File: src/rtl/pulse_dac_pkg.sv
// Package of register offsets, field positions and timing counts.
package pulse_dac_pkg;
    // ==========================================================
    // Register map
    localparam logic [7:0] DUTY_A_ADDR      = 8'h0a;
    localparam logic [7:0] DUTY_B_ADDR      = 8'h0b;
    localparam logic [7:0] MISC_ADDR        = 8'h0c;
    localparam logic [7:0] DUTY_RESET       = 8'h00;
    // Field positions inside misc_control
    localparam int         RATE_SEL_A_BIT   = 3;
    localparam int         RATE_SEL_B_BIT   = 2;
    localparam int         BUS_SLOWDOWN_BIT = 1;
    // ==========================================================
    // Timing
    localparam int         CPU_PER_TICK     = 4;
    localparam int         SLOW_BUS_RATIO   = 16;
    localparam logic [1:0] TICK_DIV_LAST    = 2'h3;
    localparam logic [3:0] SLOW_DIV_LAST    = 4'hf;
    localparam logic [11:0] FAST_PERIOD_LAST = 12'h0ff;
    localparam logic [11:0] SLOW_PERIOD_LAST = 12'hfff;
endpackage

File: src/rtl/pulse_channel.sv
// One pulse length channel with double-buffered duty value.
`timescale 1ns/1ps
`default_nettype none
module pulse_channel
    import pulse_dac_pkg::*;
(
    input  wire logic       core_clk,
    input  wire logic       rst,
    input  wire logic       tick,
    input  wire logic       hold,
    input  wire logic       counterClear,
    input  wire logic       rateSel,
    input  wire logic [7:0] dutyBuffer,
    output logic            pulseOut
);
    typedef struct packed {
        logic [11:0] position;
        logic [7:0]  activeDuty;
        logic        pulse;
    } chan_state_t;

    chan_state_t state;
    chan_state_t next_state;
    logic [7:0]  slice;
    logic [11:0] periodLast;

    // ==========================================================
    // Next state
    always_comb begin
        next_state = state;
        periodLast = rateSel ? SLOW_PERIOD_LAST : FAST_PERIOD_LAST;
        // Slow period scales 4096 ticks onto 256 slices
        slice = rateSel ? state.position[11:4] : state.position[7:0];
        if (counterClear) begin
            next_state.position = 12'h000;
        end else if (tick && !hold) begin
            if (state.position >= periodLast) begin
                next_state.position   = 12'h000;
                next_state.activeDuty = dutyBuffer;
            end else begin
                next_state.position = state.position + 12'h001;
            end
        end
        if (!hold) begin
            // Zero duty never compares high, 0xff leaves one slice low
            next_state.pulse = slice < state.activeDuty;
        end
    end

    // ==========================================================
    // State register
    always_ff @(posedge core_clk or posedge rst) begin
        if (rst) begin
            state <= '0;
        end else begin
            state <= next_state;
        end
    end

    assign pulseOut = state.pulse;
endmodule
`default_nettype wire

File: src/rtl/dual_pulse_length_dac.sv
// Top of the dual pulse length D/A converter with its register port.
`timescale 1ns/1ps
`default_nettype none
module dual_pulse_length_dac
    import pulse_dac_pkg::*;
(
    input  wire logic       core_clk,
    input  wire logic       rst,
    input  wire logic [7:0] address,
    input  wire logic [7:0] writeData,
    input  wire logic       writeStrobe,
    input  wire logic       readStrobe,
    output logic      [7:0] readData,
    input  wire logic       stopMode,
    input  wire logic       waitMode,
    input  wire logic       timerClear,
    output logic            timerOverflowFlag,
    output logic            busSlowdown,
    output logic            pulseOutA,
    output logic            pulseOutB
);
    typedef struct packed {
        logic [7:0]  dutyValueA;
        logic [7:0]  dutyValueB;
        logic        rateSelA;
        logic        rateSelB;
        logic        slowdown;
        logic [1:0]  tickDiv;
        logic [3:0]  slowDiv;
        logic [11:0] timerCount;
        logic        overflow;
        logic [7:0]  readData;
    } top_state_t;

    top_state_t state;
    top_state_t next_state;
    logic       busEnable;
    logic       tick;
    logic       hold;

    // ==========================================================
    // Timing chain: bus enable, timer tick, free-running counter
    // WAIT is deliberately ignored here so waveforms keep going
    always_comb begin
        hold      = stopMode;
        // In slow mode only one bus cycle in sixteen is live
        busEnable = !state.slowdown || (state.slowDiv == SLOW_DIV_LAST);
        tick      = busEnable && (state.tickDiv == TICK_DIV_LAST) && !hold;
    end

    // ==========================================================
    // Next state, including the register port
    always_comb begin
        next_state          = state;
        next_state.readData = 8'h00;
        next_state.overflow = 1'b0;
        if (!hold) begin
            next_state.slowDiv = state.slowDiv + 4'h1;
            if (busEnable) begin
                next_state.tickDiv = state.tickDiv + 2'h1;
            end
        end
        if (timerClear) begin
            next_state.timerCount = 12'h000;
        end else if (tick) begin
            next_state.timerCount = state.timerCount + 12'h001;
            // Overflow every 4096 ticks; the channels keep their own period counters
            next_state.overflow   = (state.timerCount == SLOW_PERIOD_LAST);
        end
        if (writeStrobe) begin
            unique case (address)
                DUTY_A_ADDR: next_state.dutyValueA = writeData;
                DUTY_B_ADDR: next_state.dutyValueB = writeData;
                MISC_ADDR: begin
                    // Rate bits act immediately, software orders them
                    next_state.rateSelA = writeData[RATE_SEL_A_BIT];
                    next_state.rateSelB = writeData[RATE_SEL_B_BIT];
                    next_state.slowdown = writeData[BUS_SLOWDOWN_BIT];
                end
                default: ;
            endcase
        end
        if (stopMode) begin
            next_state.slowdown = 1'b0;
        end
        if (readStrobe) begin
            unique case (address)
                DUTY_A_ADDR: next_state.readData = state.dutyValueA;
                DUTY_B_ADDR: next_state.readData = state.dutyValueB;
                MISC_ADDR: begin
                    next_state.readData[RATE_SEL_A_BIT]   = state.rateSelA;
                    next_state.readData[RATE_SEL_B_BIT]   = state.rateSelB;
                    next_state.readData[BUS_SLOWDOWN_BIT] = state.slowdown;
                end
                default: next_state.readData = 8'h00;
            endcase
        end
    end

    // ==========================================================
    // State register; reset clears duties and slowdown
    always_ff @(posedge core_clk or posedge rst) begin
        if (rst) begin
            state <= '0;
        end else begin
            state <= next_state;
        end
    end

    assign readData          = state.readData;
    assign timerOverflowFlag = state.overflow;
    assign busSlowdown       = state.slowdown;

    // ==========================================================
    // Channels
    pulse_channel chanA (
        .core_clk     (core_clk),
        .rst          (rst),
        .tick         (tick),
        .hold         (hold),
        .counterClear (timerClear),
        .rateSel      (state.rateSelA),
        .dutyBuffer   (state.dutyValueA),
        .pulseOut     (pulseOutA)
    );

    pulse_channel chanB (
        .core_clk     (core_clk),
        .rst          (rst),
        .tick         (tick),
        .hold         (hold),
        .counterClear (timerClear),
        .rateSel      (state.rateSelB),
        .dutyBuffer   (state.dutyValueB),
        .pulseOut     (pulseOutB)
    );
endmodule
`default_nettype wire

File: config.mk
export PLATFORM = sky130hd
export DESIGN_NAME = dual_pulse_length_dac
export DESIGN_NICKNAME = d
export VERILOG_FILES = /design/src/rtl/pulse_dac_pkg.sv /design/src/rtl/pulse_channel.sv /design/src/rtl/dual_pulse_length_dac.sv
export SDC_FILE = /design/constraint.sdc
export NUM_CORES = 1
export LEC_CHECK = 0
export BUFFER_PORTS_ARGS = -buffer_cell sky130_fd_sc_hd__buf_4
export CORE_UTILIZATION = 55
export CTS_CLUSTER_DIAMETER = 150
export DETAILED_ROUTE_END_ITERATION = 6
export PLACE_DENSITY = 0.79
export SLEW_MARGIN = 30
export SYNTH_ARGS = -nofsm -noshare
export SYNTH_HDL_FRONTEND = slang
export SYNTH_SLANG_ARGS = --single-unit
File: constraint.sdc
create_clock -name core_clk -period 2.5 [get_ports core_clk]
set_clock_uncertainty 0.1 [all_clocks]
set_input_delay 0.25 -clock core_clk [delete_from_list [all_inputs] [get_ports core_clk]]
set_output_delay 0.25 -clock core_clk [all_outputs]
set_load 0.02 [all_outputs]
# [After elaboration in Yosys (flattened, before gate mapping)]
# Cells that the tools add are included.
[totals] ff_bits=88 input_bits=23 out_inout_bits=12 word_cells=72
[classes] addsub=5 order_cmp=4 n_eq_ne=6 muxes=22 n_bitwise=2 reduce_logical=17
[op_table] cell="$mux 12" n=7
[op_table] cell="$mux 20" n=2
[op_table] cell="$mux 8" n=5
[op_table] cell="$add 12x1->12 const B" n=3
[op_table] cell="$eq 8x4->1 const B" n=3
[op_table] cell="$ge 12x12->1" n=2
[op_table] cell="$lt 8x8->1" n=2
[op_table] cell="$mux 13" n=1
[op_table] cell="$eq 12x12->1 const B" n=1
[op_table] cell="$reduce_and 2->1" n=5
[op_table] cell="$pmux 3 s3" n=1
[op_table] cell="$pmux 4 s2" n=1
[op_table] cell="$reduce_bool 2->1" n=4
[op_table] cell="$reduce_and 3->1" n=2
[op_table] cell="$add 4x1->4 const B" n=1
[op_table] cell="$eq 4x4->1 const B" n=1
[op_table] cell="$mux 1" n=4
[op_table] cell="$logic_and 1x1->1" n=3
[op_table] cell="$add 2x1->2 const B" n=1
[op_table] cell="$eq 2x2->1 const B" n=1
[op_table] cell="$logic_not 1->1" n=2
[op_table] cell="$not 1->1" n=2
[op_table] cell="$pmux 1 s2" n=1
[op_table] cell="$logic_or 1x1->1" n=1

# [Depth between registers and ports, before layout]
[logic_depth] depth_word=7 ltp_mapped=9 depth_no_buf=7

# [By module]
# Synthesis repeated with hierarchy kept, for this count alone.
[hier_totals] cells_unflattened=462 hier_area_um2=4987.3
[by_module_without_submodules] module="dual_pulse_length_dac" n_inst=1 cells_each=178 area_per_inst_um2=2150.8 seq_area_each_um2=1151.1
[by_module_without_submodules] module="pulse_channel at chanA" n_inst=1 cells_each=138 area_per_inst_um2=1431.4 seq_area_each_um2=525.5
[by_module_without_submodules] module="pulse_channel at chanB" n_inst=1 cells_each=146 area_per_inst_um2=1405.1 seq_area_each_um2=525.5

# [Least setup slack after synthesis]
# OpenSTA, ideal clock, no wires.
[synth_path] path_kind="flip-flop to flip-flop" startpoint="register state[29] (netlist name)" endpoint="register chanA.state[1] (netlist name)" setup_ps=125 arrival_time_ps=2369 t_required_ps=2275 slack_ps=-94 stages_incl_launch_ff=10 n_path_buf=3 synth_period_minus_slack_ps=2594 path_cell_list="dfrtp_1 > clkbuf_1 > inv_1 > ha_1 > nand4_1 > or3_1 > buf_6 > a211o_1 > buf_6 > mux2_4"
[synth_between] elab_chain_len=3
[synth_lines] element="start, declared" line="dual_pulse_length_dac.sv:35" text="top_state_t state;"
[synth_lines] element="start signal, assigned" line="dual_pulse_length_dac.sv:106" text="state <= next_state;"
[synth_lines] element="$mux 12" line="pulse_channel.sv:31" text="periodLast = rateSel ? SLOW_PERIOD_LAST : FAST_PERIOD_LAST;"
[synth_lines] element="$ge 12x12->1" line="pulse_channel.sv:37" text="if (state.position >= periodLast) begin"
[synth_lines] element="$reduce_and 3->1 (no source line)"
[synth_lines] element="end signal, assigned" line="pulse_channel.sv:56" text="state <= next_state;"
[synth_lines] element="end, declared" line="pulse_channel.sv:22" text="chan_state_t state;"
# Every way passes these cells.
# A chain may end at the register's enable or synchronous reset.

# [Worst setup path after layout]
[layout_path] startpoint="register chanA.state[10] (netlist name)" endpoint="register chanA.state[6] (netlist name)"
[layout_between] elab_chain_len=2
[layout_lines] element="$ge 12x12->1" line="pulse_channel.sv:37"
[layout_lines] element="$reduce_and 3->1 (no source line)"
# Every way passes these cells.

==> run_results.csv <==
group,metric,value,unit
cells_and_area,final_cell_count_no_fill,640,
setup_path,crit_start,"chanA.state[10]",
die,rows,34,
synth,syn_avg_cell_area,10.1,µm²
cells_and_area,final_common_cell,"dfrtp_1",
synth,muxShareOfSynthArea,13.2,%
synth,async_flop_share,100,%
setup_path,cp.required,2650,ps
die,die_w,97.9,µm
timing,slew_headroom,63.7,%
grt,grt_first_pass_wirelength,19000,µm
placement,gp_congestion,0.906,
cells_and_area,layout_common_cells,"88 x dfrtp_1, 48 x buf_4, 41 x nand2_1",
timing,timing.hold.ws,22.8,ps
die,die_area,9590,µm²
routing,via_count,4059,
synth,synth-adder-area-share,6.67,%
setup_path,path_class,"flop to flop",
placement,dp.cells,624,
cells_and_area,area_growth,11.1,%
clock_tree,post-cts-setup-buffers,0,
routing,dr.max_layer_used,"met4",
synth,synthCells,501,
synth,synth_xor_xnor_area_share,1.56,%
timing,tns,0,ps
clock_tree,cts_resized,0,
routing,ant_nets,0,
setup_path,arrival,2550,ps
setup_path,slowest_stage,"a211o_1",
clock_tree,tritoncts,"built",
setup_path,endpoint_kind,"flop",
timing,fin_ws,107,ps
timing,setup_viol,0,
placement,dpl.hpwl,7940,µm
clock_tree,cts_buffers,9,
placement,port_buffers,33,
synth,synth_top_family_by_area,"simple AND/OR/NAND/NOR gates",
synth,ys_types,54,
grt,first_global_vias,3969,
grt,antenna_found_initial,0,
clock_tree,clk_latency,370,ps
routing,drt_wl_total,11300,µm
synth,syn_nets,551,
synth,synth_top_cell_by_area,"dfrtp_1",
synth,synthFlopType,"dfrtp_1",
routing,drtPass1Iterations,5,
cells_and_area,fin_nets,578,
power_and_ir_drop,cellPowerDensity,598,nW/µm²
timing,worst_pin_slew,531,ps
routing,wl_met3,633,µm
power_and_ir_drop,clock_power_share,29.5,%
setup_path,startpoint_type,"flop",
routing,m1WireLength,4870,µm
power_and_ir_drop,irDropWorstVdd,503,µV
power_and_ir_drop,switching_share,31.3,%
timing,rsz0062_at_grt,"false",
synth,yosysTopAreaCellShare,43.5,%
setup_path,r2r_slack,110,ps
synth,synthTopCellsByArea,"dfrtp_1 44%, mux2_2 8.7%, ha_1 6.7%, nand4_1 3.6%, nand2_1 3.0%",
synth,synth_edf_count,0,
hold_path,whs_endpoint,"state[44]",
power_and_ir_drop,switchingPower,1050,µW
die,die_h,97.9,µm
power_and_ir_drop,power.internal,2310,µW
synth,synth_compound_area_share,11.8,%
setup_path,slowest_delay,490,ps
die,coreArea,8810,µm²
placement,place_ws,158,ps
timing,fmax,418,MHz
synth,netlist_area,5060,µm²
synth,synthSimpleGateAreaFrac,17.4,%
routing,drtIter0Drc,348,
hold_path,hp-class,"input port to flop",
cells_and_area,antenna_cells,0,
setup_path,timing.rr.end,"chanA.state[6]",
timing,period_share,95.7,%
die,pin_count,35,
hold_path,worstHoldStart,"writeData[6]",
timing,finalMaxSlewViolations,0,
power_and_ir_drop,pwr-share-comb,20.9,%
run,maxCapViolCount,0,
routing,viasPerCell,6.34,
hold_path,hold_depth,2,
clock_tree,cts_root_buffer,"clkbuf_8",
setup_path,cp_max_fo,8,
synth,yosys_warnings,0,
setup_path,crit_chain,"ha_1, nand3_2, or3_1, a211o_1, mux2_4",
cells_and_area,drive_above_1_share,22.6,%
power_and_ir_drop,pwr-share-seq,49.5,%
power_and_ir_drop,p_leak,0.00245,µW
clock_tree,max-clock-path-buffers,2,
timing,finalCriticalPeriod,2390,ps
outcome,status,"complete, no violations",
setup_path,rr_startpoint,"chanA.state[10]",
grt,grt_use_total,25.1,%
routing,route.met2.wl,5550,µm
clock_tree,cts.sinks,88,
grt,grt_start_max_net_pins,66,
clock_tree,h-tree-depth,3,
grt,overflow,0,
clock_tree,cts.clk_slew.worst_paths,90,ps
synth,ys_ff_latch,88,
synth,yosysSeqAreaShare,43.5,%
timing,finalHoldViolCount,0,
die,initial_core_util,57.5,%
routing,drc_errors,0,
routing,wire_per_inst,17.7,µm
setup_path,reg2regPathDepth,5,
sequential cells by signal (all words and copies together), names as in the netlist:
| signal | cells |
|---|---|
| state | 36 |
| chanA.state | 20 |
| chanB.state | 20 |
| readData | 8 |
| busSlowdown | 1 |
| chanA.pulseOut | 1 |
| chanB.pulseOut | 1 |
| timerOverflowFlag | 1 |
metrics by stage:
step                      utilization [%]  instance area (µm²)  power (µW)
after detailed placement             61.6                 5420        2390
after CTS                            63.9                 5620        3360
after global routing                 63.9                 5620        3520
final                                63.9                 5620        3360
after floorplan                         -                 5070        2140
after global placement               61.6                 5420        2350
power by group through the flow:
stage / Sequential (µW) / Clock, µW / Combinational, µW
CTS: 1660 / 997 / 700
finish: 1660 / 993 / 704
global placement: 1680 / 0 / 669
floorplan: 1670 / 0 / 477
detailed placement: 1690 / 0 / 696
global route: 1680 / 1070 / 777
kinds of logic after synthesis:
group / Yosys count
muxes: 58
adders and majority gates: 27
AOI/OAI and AO/OA: 90
buffers and inverters: 65
xor gates and xnor gates: 9
DFF: 88
and+or+nand+nor: 164
layer usage:
metal	global-route usage [%]	vias up
met1	32.9	1960
met3	3.94	30
met5	0	-
met2	42.1	172
li1	-	1897
met4	9.21	0
cells in the mapped netlist (all sizes together), types with 5 or more instances:
| master | instances |
|---|---|
| dfrtp | 88 |
| mux2 | 47 |
| nand2 | 41 |
| inv | 30 |
| nand4 | 30 |
| a21oi | 28 |
| ha | 27 |
| nor2 | 24 |
| clkbuf | 21 |
| nand3 | 21 |
| a31oi | 14 |
| buf | 14 |
| mux2i | 11 |
| o21ai | 10 |
| nor3 | 9 |
| xnor2 | 7 |
| o2111ai | 6 |
| and4 | 5 |
| nor4 | 5 |
| or3 | 5 |
repair_timing:
item | in CTS | in global routing
hold buffers | 1 | 0
hold endpoints to repair | 23 | 0
endpoints found under the setup margin | 0 | 0
critical path, delay by kind of cell, from the launching register on:
kind	cells	cell delay (ps)
adders and majority gates	1	300
AOI/OAI and AO/OA	1	490
and+or+nand+nor	2	590
DFF	1	450
muxes	1	360
final cells by class:
class | count | area, µm²
Fill cell | 683 | 3180
Multi-Input combinational cell | 348 | 2570
Sequential cell | 88 | 2200
Timing Repair Buffer | 51 | 410
Tap cell | 108 | 135
Clock buffer | 9 | 124
Inverter | 30 | 116
Clock inverter | 6 | 67.6
how the worst max path moves through the flow:
stage | to | slack, ps | cells past startpoint
6_report | chanA.state[6] | 110 | 5
3_3_place_gp | chanA.state[1] | 240 | 5
4_1_cts | chanA.state[6] | 150 | 5
3_5_place_dp | chanA.state[5] | 160 | 5
2_1_floorplan | chanB.state[1] | 30 | 8
5_1_grt | chanA.state[6] | 80 | 5
(Power assumes the default switching activity.)
